<file path="src/shared/sapm_regs.svh">
// constants of the serial converter frame and power-mode block
`ifndef SAPM_REGS_SVH
`define SAPM_REGS_SVH

`define SAPM_WORD_W      16
`define SAPM_RES_W       12
`define SAPM_CNT_W       5
`define SAPM_LEAD_ZEROS  4
`define SAPM_FALL_PD_MIN 5'h02
`define SAPM_FALL_KEEP   5'h0a
`define SAPM_FALL_LAST   5'h0f
`define SAPM_FALL_FRAME  5'h10
`define SAPM_NEED_12     5'h10
`define SAPM_NEED_10     5'h0e
`define SAPM_NEED_8      5'h0c
`define SAPM_PIN_RST     1'b1
`define SAPM_BUF_DEPTH   2

`endif

</file>
<file path="src/shared/sapm_pkg.sv">
// types of the serial converter frame and power-mode block
`include "sapm_regs.svh"
package sapm_pkg;
	typedef enum logic [1:0] {
		SAPM_RES12 = 2'h0,
		SAPM_RES10 = 2'h1,
		SAPM_RES8  = 2'h2
	} sapm_res_t;

	typedef enum logic [1:0] {
		SAPM_MODE_NORMAL = 2'h1,
		SAPM_MODE_DOWN   = 2'h2
	} sapm_mode_t;

	typedef enum logic [2:0] {
		SAPM_FR_IDLE  = 3'h1,
		SAPM_FR_SHIFT = 3'h2,
		SAPM_FR_HOLD  = 3'h4
	} sapm_frame_t;

	typedef logic [`SAPM_RES_W-1:0] sapm_word_t;
endpackage

</file>
<file path="src/shared/sapm_word_if.sv">
// result word stream between the buffer and the frame logic
`timescale 1ns/100ps
interface sapm_word_if;
	import sapm_pkg::*;
	logic       valid;
	logic       ready;
	sapm_word_t data;

	modport src (output valid, output data, input ready);
	modport snk (input valid, input data, output ready);
endinterface

</file>
<file path="src/sapm_pin_sync.sv">
// two-flop synchroniser for the host pins
`timescale 1ns/100ps
`include "sapm_regs.svh"
module sapm_pin_sync #(
	parameter int W = 2
) (
	input  wire logic         clk,
	input  wire logic         rst_n,
	input  wire logic [W-1:0] pin_in,
	output logic      [W-1:0] pin_sync
);
	logic [W-1:0] meta_q;

	// first stage feeds only the second
	always_ff @(posedge clk) begin
		if (!rst_n) begin
			meta_q   <= {W{`SAPM_PIN_RST}};
			pin_sync <= {W{`SAPM_PIN_RST}};
		end else begin
			meta_q   <= pin_in;
			pin_sync <= meta_q;
		end
	end
endmodule // sapm_pin_sync

</file>
<file path="src/sapm_buf.sv">
// two-entry result buffer with valid and ready on both sides
`timescale 1ns/100ps
`include "sapm_regs.svh"
module sapm_buf
	import sapm_pkg::*;
(
	input  wire logic  clk,
	input  wire logic  rst_n,
	input  wire sapm_word_t in_data,
	input  wire logic  in_valid,
	output logic       in_ready,
	sapm_word_if.src   out
);
	sapm_word_t mem_q [`SAPM_BUF_DEPTH];
	logic       wr_q;
	logic       rd_q;
	logic [1:0] cnt_q;
	logic       push;
	logic       pop;

	assign in_ready  = (cnt_q != 2'h2);
	assign out.valid = (cnt_q != 2'h0);
	assign out.data  = mem_q[rd_q];
	assign push      = in_valid && in_ready;
	assign pop       = out.valid && out.ready;

	always_ff @(posedge clk) begin
		if (push) begin
			mem_q[wr_q] <= in_data;
		end
	end

	always_ff @(posedge clk) begin
		if (!rst_n) begin
			wr_q  <= 1'b0;
			rd_q  <= 1'b0;
			cnt_q <= 2'h0;
		end else begin
			if (push) begin
				wr_q <= ~wr_q;
			end
			if (pop) begin
				rd_q <= ~rd_q;
			end
			cnt_q <= cnt_q + {1'b0, push} - {1'b0, pop};
		end
	end

	// a stalled full buffer must keep its head word untouched
	property p_buf_full_stalls;
		@(posedge clk) disable iff (!rst_n)
		(!in_ready && !pop) |=> (cnt_q == 2'h2) && (mem_q[rd_q] == $past(mem_q[rd_q]));
	endproperty
	a_buf_full_stalls: assert property (p_buf_full_stalls)
		else $error("full buffer lost or changed a word");
endmodule // sapm_buf

</file>
<file path="src/sapm_top.sv">
// frame, serial output and power-mode control of the converter
`timescale 1ns/100ps
`include "sapm_regs.svh"
module sapm_top
	import sapm_pkg::*;
(
	input  wire logic       clk,
	input  wire logic       rst_n,
	input  wire logic       cs_n_pin,
	input  wire logic       sclk_pin,
	input  wire sapm_res_t  res_sel,
	input  wire sapm_word_t smp_data,
	input  wire logic       smp_valid,
	output logic            smp_ready,
	output logic            serial_result_out,
	output logic            serial_result_oe,
	output logic            sample_strobe,
	output logic            powered,
	output logic            frame_valid,
	output logic            conv_abort,
	output logic            conv_done
);
	logic [1:0]            pins_s;
	logic                  cs_n_s;
	logic                  sclk_s;
	logic                  cs_n_d_q;
	logic                  sclk_d_q;
	logic                  cs_fall;
	logic                  cs_rise;
	logic                  sclk_fall;
	logic                  step;
	logic                  last_fall;
	logic                  done_w;
	sapm_frame_t           frame_q;
	sapm_mode_t            mode_q;
	logic [`SAPM_CNT_W-1:0]  fall_cnt_q;
	logic [`SAPM_WORD_W-1:0] shift_q;
	sapm_res_t             res_q;

	sapm_word_if word_if ();

	// zero-padded 16-bit word for the selected resolution
	function automatic logic [`SAPM_WORD_W-1:0] fmt_word(
		input sapm_word_t r,
		input sapm_res_t  s
	);
		logic [`SAPM_WORD_W-1:0] w;
		w = '0;
		case (s)
			SAPM_RES12: w = {4'h0, r};
			SAPM_RES10: w = {4'h0, r[9:0], 2'h0};
			SAPM_RES8:  w = {4'h0, r[7:0], 4'h0};
			default:    w = '0;
		endcase
		return w;
	endfunction

	// falling edges a frame needs before the result is complete
	function automatic logic [`SAPM_CNT_W-1:0] falls_needed(input sapm_res_t s);
		logic [`SAPM_CNT_W-1:0] n;
		n = `SAPM_NEED_12;
		case (s)
			SAPM_RES12: n = `SAPM_NEED_12;
			SAPM_RES10: n = `SAPM_NEED_10;
			SAPM_RES8:  n = `SAPM_NEED_8;
			default:    n = `SAPM_NEED_12;
		endcase
		return n;
	endfunction

	sapm_pin_sync #(
		.W (2)
	) u_sync (
		.clk      (clk),
		.rst_n    (rst_n),
		.pin_in   ({cs_n_pin, sclk_pin}),
		.pin_sync (pins_s)
	);

	assign cs_n_s = pins_s[1];
	assign sclk_s = pins_s[0];

	// converter results queue here while no frame asks for them
	sapm_buf u_buf (
		.clk      (clk),
		.rst_n    (rst_n),
		.in_data  (smp_data),
		.in_valid (smp_valid),
		.in_ready (smp_ready),
		.out      (word_if.src)
	);

	always_ff @(posedge clk) begin
		if (!rst_n) begin
			cs_n_d_q <= `SAPM_PIN_RST;
			sclk_d_q <= `SAPM_PIN_RST;
		end else begin
			cs_n_d_q <= cs_n_s;
			sclk_d_q <= sclk_s;
		end
	end

	assign cs_fall   = cs_n_d_q && !cs_n_s;
	assign cs_rise   = !cs_n_d_q && cs_n_s;
	assign sclk_fall = sclk_d_q && !sclk_s;
	// a rise of select in the same cycle wins over the clock edge
	assign step      = (frame_q == SAPM_FR_SHIFT) && sclk_fall && !cs_rise;
	assign last_fall = step && (fall_cnt_q == `SAPM_FALL_LAST);
	assign done_w    = (fall_cnt_q >= falls_needed(res_q));

	// one word taken per frame, at the select falling edge
	assign word_if.ready = cs_fall;

	always_ff @(posedge clk) begin
		if (!rst_n) begin
			frame_q <= SAPM_FR_IDLE;
		end else if (cs_rise) begin
			frame_q <= SAPM_FR_IDLE;
		end else if (cs_fall) begin
			frame_q <= SAPM_FR_SHIFT;
		end else if (last_fall) begin
			frame_q <= SAPM_FR_HOLD;
		end
	end

	always_ff @(posedge clk) begin
		if (!rst_n) begin
			fall_cnt_q <= '0;
		end else if (cs_fall) begin
			fall_cnt_q <= '0;
		end else if (step) begin
			fall_cnt_q <= fall_cnt_q + 5'h01;
		end
	end

	always_ff @(posedge clk) begin
		if (!rst_n) begin
			res_q <= SAPM_RES12;
		end else if (cs_fall) begin
			res_q <= res_sel;
		end
	end

	// empty buffer gives a zero result rather than stalling the host
	always_ff @(posedge clk) begin
		if (!rst_n) begin
			shift_q <= '0;
		end else if (cs_fall) begin
			shift_q <= fmt_word(word_if.valid ? word_if.data : '0, res_sel);
		end else if (step) begin
			shift_q <= {shift_q[`SAPM_WORD_W-2:0], 1'b0};
		end
	end

	always_ff @(posedge clk) begin
		if (!rst_n) begin
			serial_result_oe <= 1'b0;
		end else if (cs_rise) begin
			serial_result_oe <= 1'b0;
		end else if (cs_fall) begin
			serial_result_oe <= 1'b1;
		end else if (last_fall) begin
			serial_result_oe <= 1'b0;
		end
	end

	assign serial_result_out = shift_q[`SAPM_WORD_W-1];

	// device always starts in down after reset; this forces a dummy frame first
	always_ff @(posedge clk) begin
		if (!rst_n) begin
			mode_q <= SAPM_MODE_DOWN;
		end else if (cs_rise && (frame_q != SAPM_FR_IDLE)) begin
			unique case (mode_q)
				SAPM_MODE_NORMAL: begin
					// below two falls a glitch is ignored
					if (fall_cnt_q >= `SAPM_FALL_PD_MIN && fall_cnt_q < `SAPM_FALL_KEEP) begin
						mode_q <= SAPM_MODE_DOWN;
					end
				end
				SAPM_MODE_DOWN: begin
					if (fall_cnt_q >= `SAPM_FALL_KEEP) begin
						mode_q <= SAPM_MODE_NORMAL;
					end
				end
			endcase
		end else if (last_fall && mode_q == SAPM_MODE_DOWN) begin
			mode_q <= SAPM_MODE_NORMAL;
		end
	end

	assign powered = (mode_q == SAPM_MODE_NORMAL);

	always_ff @(posedge clk) begin
		if (!rst_n) begin
			frame_valid <= 1'b0;
		end else if (cs_fall) begin
			frame_valid <= (mode_q == SAPM_MODE_NORMAL);
		end
	end

	always_ff @(posedge clk) begin
		if (!rst_n) begin
			sample_strobe <= 1'b0;
			conv_abort    <= 1'b0;
			conv_done     <= 1'b0;
		end else begin
			sample_strobe <= cs_fall;
			conv_abort    <= cs_rise && (frame_q == SAPM_FR_SHIFT) && !done_w;
			conv_done     <= step && (fall_cnt_q + 5'h01 == falls_needed(res_q));
		end
	end

	property p_lead_zeros;
		@(posedge clk) disable iff (!rst_n)
		cs_fall |=> (shift_q[15:12] == 4'h0) && serial_result_oe;
	endproperty
	a_lead_zeros: assert property (p_lead_zeros)
		else $error("word does not open with four zeros");

	property p_trail_zeros;
		@(posedge clk) disable iff (!rst_n)
		(cs_fall && res_sel == SAPM_RES10) |=> (shift_q[1:0] == 2'h0);
	endproperty
	a_trail_zeros: assert property (p_trail_zeros)
		else $error("10-bit word lacks trailing zeros");

	property p_frame_start;
		@(posedge clk) disable iff (!rst_n)
		cs_fall |=> (frame_q == SAPM_FR_SHIFT) && (fall_cnt_q == 5'h00) && sample_strobe
			##1 !sample_strobe;
	endproperty
	a_frame_start: assert property (p_frame_start)
		else $error("select fall did not start a frame");

	property p_power_down;
		@(posedge clk) disable iff (!rst_n)
		(cs_rise && frame_q == SAPM_FR_SHIFT && mode_q == SAPM_MODE_NORMAL
			&& fall_cnt_q >= 5'h02 && fall_cnt_q < 5'h0a)
			|=> (mode_q == SAPM_MODE_DOWN) && !serial_result_oe;
	endproperty
	a_power_down: assert property (p_power_down)
		else $error("rise in power-down window missed");

	property p_glitch_keep;
		@(posedge clk) disable iff (!rst_n)
		(cs_rise && mode_q == SAPM_MODE_NORMAL && fall_cnt_q < 5'h02)
			|=> mode_q == SAPM_MODE_NORMAL;
	endproperty
	a_glitch_keep: assert property (p_glitch_keep)
		else $error("early select rise powered down");

	property p_late_abort;
		@(posedge clk) disable iff (!rst_n)
		(cs_rise && frame_q == SAPM_FR_SHIFT && mode_q == SAPM_MODE_NORMAL
			&& fall_cnt_q >= 5'h0a && !done_w)
			|=> powered && conv_abort && !serial_result_oe;
	endproperty
	a_late_abort: assert property (p_late_abort)
		else $error("late rise did not abort while powered");

	property p_stay_down;
		@(posedge clk) disable iff (!rst_n)
		(cs_rise && frame_q == SAPM_FR_SHIFT && mode_q == SAPM_MODE_DOWN
			&& fall_cnt_q < 5'h0a) |=> mode_q == SAPM_MODE_DOWN;
	endproperty
	a_stay_down: assert property (p_stay_down)
		else $error("short dummy frame woke the device");

	property p_shift_msb;
		@(posedge clk) disable iff (!rst_n)
		step |=> shift_q == {$past(shift_q[14:0]), 1'b0};
	endproperty
	a_shift_msb: assert property (p_shift_msb)
		else $error("word not shifted one bit per clock");

	property p_release_16;
		@(posedge clk) disable iff (!rst_n)
		last_fall |=> !serial_result_oe && (fall_cnt_q == 5'h10) && (frame_q == SAPM_FR_HOLD);
	endproperty
	a_release_16: assert property (p_release_16)
		else $error("output not released after sixteen falls");

	property p_dummy_invalid;
		@(posedge clk) disable iff (!rst_n)
		(cs_fall && mode_q == SAPM_MODE_DOWN) |=> !frame_valid;
	endproperty
	a_dummy_invalid: assert property (p_dummy_invalid)
		else $error("dummy frame marked valid");
endmodule // sapm_top

</file>
<file path="config.mk">
export PLATFORM = sky130hd
export DESIGN_NAME = sapm_top
export DESIGN_NICKNAME = d
export VERILOG_FILES = /design/src/shared/sapm_pkg.sv /design/src/shared/sapm_word_if.sv /design/src/sapm_pin_sync.sv /design/src/sapm_buf.sv /design/src/sapm_top.sv
export VERILOG_INCLUDE_DIRS = /design/src /design/src/shared
export SDC_FILE = /design/constraint.sdc
export NUM_CORES = 1
export LEC_CHECK = 0
export BUFFER_PORTS_ARGS = -buffer_cell sky130_fd_sc_hd__buf_2
export CORE_ASPECT_RATIO = 0.8
export CORE_MARGIN = 4
export CORE_UTILIZATION = 58
export DETAILED_ROUTE_END_ITERATION = 16
export HOLD_SLACK_MARGIN = 0.1
export PLACE_DENSITY = 0.78
export SLEW_MARGIN = 20
export SYNTH_ARGS = -nofsm -noshare
export SYNTH_HDL_FRONTEND = slang
export SYNTH_SLANG_ARGS = --single-unit
</file>
<file path="constraint.sdc">
create_clock -name clk -period 2.37 [get_ports clk]
set_input_delay 0.237 -clock clk [delete_from_list [all_inputs] [get_ports clk]]
set_output_delay 0.237 -clock clk [all_outputs]
set_load 0.02 [all_outputs]
</file>
==> out/results.ini, run 1 <==
[sta]
setup_violations = 0
min_period_over_period_pct = 89.1
worst_slew_pin_slew_ps = 656
worst_slack_ps = 258
fin_tns_setup_ps = 0
rsz0062_at_grt = false
fmax_mhz = 474
fin_crit_ps = 2110
maxSlewViolCount = 0
fin_skew_ps = 8.04
timing.slew.headroom_pct = 56.1
finalHoldViolCount = 0

[setup_path]
cp.required_ps = 2630
critical_path.endpoint = conv_done$_SDFF_PN0_
crit_fanout = 6
r2r_cells = 6
worstSetupStartpointType = flip-flop
cp-startpoint = fall_cnt_q[0]$_SDFFE_PP0P_
endpoint_kind = flip-flop
critPathArrivalTime_ps = 2370
r2r_slack_ps = 260
crit_type = reg -> reg
reg2reg_to = conv_done$_SDFF_PN0_
r2r_start = fall_cnt_q[0]$_SDFFE_PP0P_

[placement]
dp_slack_ps = 289
dp_hpwl_microns = 4000
dp.cells = 361
portBuffers = 26
gp_congestion = 0.832

[hold_path]
min_path_type = in -> reg
hp-start = rst_n

[power]
leakage_uw = 0.00147
total_power_uw = 2740
peakVddDrop_v = 0.000747
powerDensity_nw_per_um2 = 772

[synth]
synth_fa_ha_area_share_pct = 3.75
syn-num-nets = 310
synth_compound_area_share_pct = 13.2
yosys_warnings = 0
synth_top_family_by_area = simple AND/OR/NAND/NOR gates
synthesis.area_sq_um = 3010
syn_inst = 282
ys.flop_type = dfxtp_1
synth_edf_count = 24
synth-seq-area-share_pct = 52.6
synthArstFlopShare_pct = 0
postSynthAreaPerCell_sq_um = 10.7
yosys.area_share.simple_pct = 15.1
synthMuxAreaShare_pct = 9.70
yosys.cell_types.count = 48
synth-xor-area-share_pct = 2.33
ys_ff_latch = 67

[clock_network]
post_cts_buffers = 0
h-tree-depth = 3
cts_sinks = 67
root_buffer = clkbuf_8
numCtsBuffers = 9
tritoncts = yes
cts_resized = 0
clockBufferDepth = 2
insertion_delay_ps = 350
path_clk_slew_ps = 70

[final_layout]
nNetsFinal = 352
final_cell_mix = 43 x dfxtp_1, 26 x buf_2, 24 x nor2_1, 24 x edfxtp_1, 19 x mux2i_1
syn_to_final_growth_pct = 18.3
n_antenna_cell = 0
final_common_cell = dfxtp_1
drive_gt1_share_pct = 19.1
post-route-util_pct = 71.0
finalNonFillerCells = 391

[routing]
drt_first_pass_iters = 4
drc = 0
drt-total-wl_microns = 6360
first_iter_violations = 208
ant_nets = 0
avgViaCountPerCell = 5.80
routedWlPerCell_microns = 16.3
via_count = 2269

[floorplanning]
fp.dieH_microns = 72.4
rows = 23
fp.dieW_microns = 88.5
start_util_pct = 60.0
ios = 27
core_sq_um = 5010
die-area_sq_um = 6400

[grt]
track_usage_pct = 22.2
gr-total-overflow = 0
grt_pass1_vias = 2260
grt_pass1_wl_microns = 10700
grt_max_degree = 20
antenna_found_initial = 0

[flow_run]
maxCapViolCount = 0

[status]
outcome = completed

worst max-delay path, stage by stage (launching register included):
cell,delay (ps)
dfxtp_1,380
ha_1,290
and3_1,210
ha_1,340
or4b_1,450
and3_4,190
nor4_4,180
worst min path at each step:
stage	endpoint	slack, ps	cells past startpoint
5_1_grt	frame_q[0]$_SDFFE_PP1P_	230	2
4_1_cts	frame_q[0]$_SDFFE_PP1P_	200	2
2_1_floorplan	u_buf.mem_q[0][0]$_DFFE_PP_	340	0
6_report	frame_q[0]$_SDFFE_PP1P_	220	2
3_5_place_dp	u_sync.pin_sync[1]$_SDFF_PN1_	400	1
3_3_place_gp	u_sync.pin_sync[1]$_SDFF_PN1_	390	1
power breakdown:
group / internal [uW] / total (uW) / switching (uW)
clock network: 594 / 1030 / 437
registers: 1280 / 1320 / 38.6
logic: 156 / 392 / 236
flip-flops by register name, indices dropped and copies added, names as in the netlist, named ones only:
register and cells:
frame_q 3, u_sync.pin_sync 2, u_buf.wr_q 1, frame_valid 1, u_sync.meta_q 2, sample_strobe 1, conv_abort 1, u_buf.mem_q 24
fall_cnt_q 5, u_buf.rd_q 1, shift_q 16, conv_done 1, sclk_d_q 1, u_buf.cnt_q 2, cs_n_d_q 1, res_q 2
mode_q 2
cells by family after synthesis:
kind of cell | count (synthesis)
compound gates | 60
xor+xnor | 8
fa+ha+maj | 9
buf+inv | 25
flops | 67
mux | 28
simple gates | 85
synth_stat cells (all sizes together), types with 4 or more instances:
cell | instances | share of area (%)
a21oi | 17 | 2.8
a22oi | 4 | 1.0
a31oi | 5 | 1.0
buf | 6 | 0.92
clkbuf | 9 | 1.1
dfxtp | 43 | 29
edfxtp | 24 | 24
ha | 9 | 3.7
inv | 10 | 1.2
mux2 | 9 | 3.4
mux2i | 19 | 6.3
nand2 | 19 | 2.5
nand2b | 11 | 2.3
nand3 | 6 | 1.0
nor2 | 24 | 3.0
nor2b | 4 | 0.83
nor3 | 4 | 0.67
o21ai | 8 | 1.3
o22ai | 5 | 1.0
o32ai | 4 | 1.2
xor2 | 5 | 1.5
routing by layer:
metal  part of all wire [%]  track usage (%)  wire (microns)
met5                      0                0               0
met4                    2.2             10.6             143
met3                    6.3             6.13             398
met2                     48             34.6            3080
met1                     43             28.7            2730
metrics by stage:
step           hold slack (ps)  instance area (sq um)
2_1_floorplan              336                   3010
5_1_grt                    230                   3550
6_report                   220                   3550
4_1_cts                    203                   3550
3_3_place_gp               389                   3200
3_5_place_dp               403                   3200
what timing repair did:
action / 4_1_cts / 5_1_grt
hold buffers: 14 / 0
hold endpoints to repair: 26 / 0
setup endpoints to repair: 0 / 0
cell type report:
class	count	area, sq um
sequential	67	1580
inverter	10	37.5
tap	62	77.6
clock inverter	6	90.1
clock buffer	10	128
multi-input combinational	190	1330
fill	376	1450
timing repair buffer	46	315
(Power assumes the default switching activity.)
==> run 2: changes to the inputs <==
--- a/config.mk
+++ b/config.mk
@@ -10,9 +10,10 @@
 export CORE_ASPECT_RATIO = 0.8
 export CORE_MARGIN = 4
 export CORE_UTILIZATION = 58
+export CTS_BUF_LIST = sky130_fd_sc_hd__clkbuf_16
 export DETAILED_ROUTE_END_ITERATION = 16
 export HOLD_SLACK_MARGIN = 0.1
-export PLACE_DENSITY = 0.78
+export PLACE_DENSITY_LB_ADDON = 0.15
 export SLEW_MARGIN = 20
 export SYNTH_ARGS = -nofsm -noshare
 export SYNTH_HDL_FRONTEND = slang
==> run 2 against run 1 <==
  * Clock skew decreased by 2.1 ps
  * Flip-flop and latch count unchanged
  * Clock-buffer cell count unchanged
  * Design area increased by 2.7%
  * Via count decreased by 1.9%
  * Critical endpoint unchanged
  * Highest routed layer unchanged
  * Non-clock buffer count decreased by 3
  * Final cell count decreased by 0.77%
  * Global-route usage decreased by 0.61 points
  * Wire length decreased by 4.7%
==> out/results.ini, run 2 (same netlist as run 1, synthesis figures left out) <==
[power]
power_frac_seq_pct = 41.5  ; -6.6 points
peakVddDrop_v = 0.000778  ; +4.2%
pwr-share-comb_pct = 11.9  ; -2.4 points
switchingPower_uw = 765  ; +7.5%
leakage_uw = 0.00152  ; +3.4%
p_clk_share_pct = 46.6  ; +9.0 points
powerDensity_nw_per_um2 = 875  ; +13%
internal_power_uw = 2430  ; +20%
switching_share_pct = 23.9  ; -2.0 points

[routing]
drt_first_pass_iters = 4  ; unchanged
wirelength_met1_microns = 2760  ; +0.88%
topRoutingLayerUsed = met4
avgViaCountPerCell = 5.74  ; -1.1%
wl_met2_microns = 2870  ; -6.8%
drc = 0  ; unchanged
drt-total-wl_microns = 6060  ; -4.7%
routedWlPerCell_microns = 15.6  ; -4.0%
first_iter_violations = 193  ; -7.2%
via_count = 2227  ; -1.9%
ant_nets = 0  ; unchanged
routed-wl-met3_microns = 357  ; -10%

[final_layout]
regArea_sq_um = 1580  ; unchanged
n_antenna_cell = 0  ; unchanged
syn_to_final_growth_pct = 21.5
regMostFlops = u_buf.mem_q
final_common_cell = dfxtp_1
top_regs = u_buf.mem_q x24, shift_q x16, fall_cnt_q x5
multiInputGateArea_sq_um = 1330  ; unchanged
drive_gt1_share_pct = 19.6  ; +0.48 points
nNetsFinal = 349  ; -0.85%
final_cell_mix = 43 x dfxtp_1, 26 x buf_2, 24 x nor2_1, 24 x edfxtp_1, 19 x mux2i_1
largest_reg_flops = 24  ; unchanged
finalNonFillerCells = 388  ; -0.77%
fill_cells = 361  ; -4.0%

[placement]
dp_hpwl_microns = 4040  ; +0.99%
dp.cells = 361  ; unchanged
gp_congestion = 0.843  ; +1.3%
portBuffers = 26  ; unchanged

[clock_network]
path_clk_slew_ps = 60  ; about the same
tritoncts = yes
root_buffer = clkbuf_16
insertion_delay_ps = 320  ; -30 ps
cts_sinks = 67  ; unchanged
h-tree-depth = 3  ; unchanged
clockBufferDepth = 2  ; unchanged
numCtsBuffers = 9  ; unchanged
cts_resized = 0  ; unchanged

[sta]
finalHoldViolCount = 0  ; unchanged
maxSlewViolCount = 0  ; unchanged
timing.slew.headroom_pct = 57.3  ; +1.2 points
fin_skew_ps = 5.97  ; -2.07 ps
fin_crit_ps = 2100  ; -14.4 ps
fin_tns_setup_ps = 0  ; unchanged
setup_violations = 0  ; unchanged
worst_slew_pin_slew_ps = 639  ; -17.7 ps
min_period_over_period_pct = 88.5  ; -0.61 points
rsz0062_at_grt = false
fmax_mhz = 477  ; +0.69%

[grt]
antenna_found_initial = 0  ; unchanged
grt_pass1_vias = 2182  ; -3.5%
grt_max_degree = 20  ; unchanged
gr-total-overflow = 0  ; unchanged
grt_pass1_wl_microns = 10600  ; -0.97%
track_usage_pct = 21.6  ; -0.61 points

[floorplanning]
fp.dieW_microns = 88.5  ; unchanged
ios = 27  ; unchanged
start_util_pct = 60.0  ; unchanged
die-area_sq_um = 6400  ; unchanged
fp.dieH_microns = 72.4  ; unchanged
core_sq_um = 5010  ; unchanged
rows = 23  ; unchanged

[setup_path]
critPathBufInv = 0  ; unchanged
critical_path.endpoint = conv_done$_SDFF_PN0_
reg2reg_to = conv_done$_SDFF_PN0_
cp.required_ps = 2610  ; -20 ps
endpoint_kind = flip-flop
crit_chain = ha_1 -> and3_1 -> ha_1 -> or4b_1 -> and3_4 -> nor4_4
cp_common_cell = ha_1
cp-startpoint = fall_cnt_q[0]$_SDFFE_PP0P_
r2r_start = fall_cnt_q[0]$_SDFFE_PP0P_
cp.depth = 6  ; unchanged
crit_fanout = 6  ; unchanged
r2r_slack_ps = 270  ; about the same
crit_type = reg -> reg
slowest_delay_ps = 440  ; about the same
critPathArrivalTime_ps = 2340  ; -30 ps
r2r_cells = 6  ; unchanged
worstSetupStartpointType = flip-flop
cp_top_family = simple AND/OR/NAND/NOR gates
slowest_stage = or4b_1

[status]
outcome = completed

[hold_path]
min_path_type = in -> reg

[flow_run]
maxCapViolCount = 0  ; unchanged

==> run 2: changes by cell type in the layout (fill, tap and decap cells not counted) <==
| cell | delta |
|---|---|
| dlygate4sd3_1 | -3 |
| clkbuf_8 | -9 |
| clkbuf_1 | -1 |
| clkbuf_16 | +10 |
| clkinv_4 | +1 |
| clkinv_2 | -1 |
| inv_6 | +1 |
| clkinvlp_4 | -1 |
==> run 2: what timing repair did <==
item,CTS,global route
hold endpoints to repair,19,0
endpoints found under the setup margin,0,0
setup buffers,0,0
hold buffers,11,0
==> run 2: power groups by stage <==
stage | sequential (uW) | clock (uW) | combinational [uW]
finish | 1330 | 1490 | 379
global route | 1340 | 1570 | 425
CTS | 1330 | 1510 | 376
detailed placement | 1350 | 0 | 358
global placement | 1340 | 0 | 350
floorplan | 1340 | 0 | 268
==> run 2: how the worst min path moves through the flow <==
stage,end,depth (start not counted),slack [ps],from
after global routing,u_buf.mem_q[1][11]$_DFFE_PP_,1,100,smp_data[11]
final,u_buf.mem_q[0][7]$_DFFE_PP_,1,110,smp_data[7]
after detailed placement,u_sync.pin_sync[1]$_SDFF_PN1_,1,400,u_sync.meta_q[1]$_SDFF_PN1_
after CTS,u_buf.mem_q[1][11]$_DFFE_PP_,1,100,smp_data[11]
after global placement,u_sync.pin_sync[1]$_SDFF_PN1_,1,390,u_sync.meta_q[1]$_SDFF_PN1_
after floorplan,u_buf.mem_q[0][0]$_DFFE_PP_,0,340,smp_data[0]
==> run 2: worst register-to-register path, cell delays in order (launching register included) <==
cell     delay (ps)
dfxtp_1         370
ha_1            290
and3_1          210
ha_1            340
or4b_1          440
and3_4          190
nor4_4          180
==> run 2: metal layers <==
metal / GRT usage [%] / vias up
met5: 0 / -
met4: 5.37 / 0
met3: 6.81 / 10
met2: 33.4 / 66
met1: 29.8 / 1042
li1: - / 1109
==> run 2: layout make-up <==
type / instances / share of cell area, %
sequential: 67 / 43.3
multi-input combinational: 190 / 36.3
clock buffer: 10 / 6.85
clock inverter: 6 / 2.60
timing repair buffer: 43 / 7.81
inverter: 10 / 1.03
tap: 62 / 2.12
==> run 2: metrics by stage <==
| step | total power, uW | area [sq um] | hold slack (ps) | setup WS (ps) | utilization, % |
|---|---|---|---|---|---|
| 3_3_place_gp | 1700 | 3200 | 389 | 368 | 63.8 |
| 3_5_place_dp | 1710 | 3200 | 402 | 295 | 63.8 |
| 6_report | 3190 | 3650 | 110 | 273 | 72.9 |
| 2_1_floorplan | 1600 | 3010 | 336 | 414 | - |
| 5_1_grt | 3330 | 3650 | 100 | 161 | 72.9 |
| 4_1_cts | 3210 | 3650 | 103 | 277 | 72.9 |
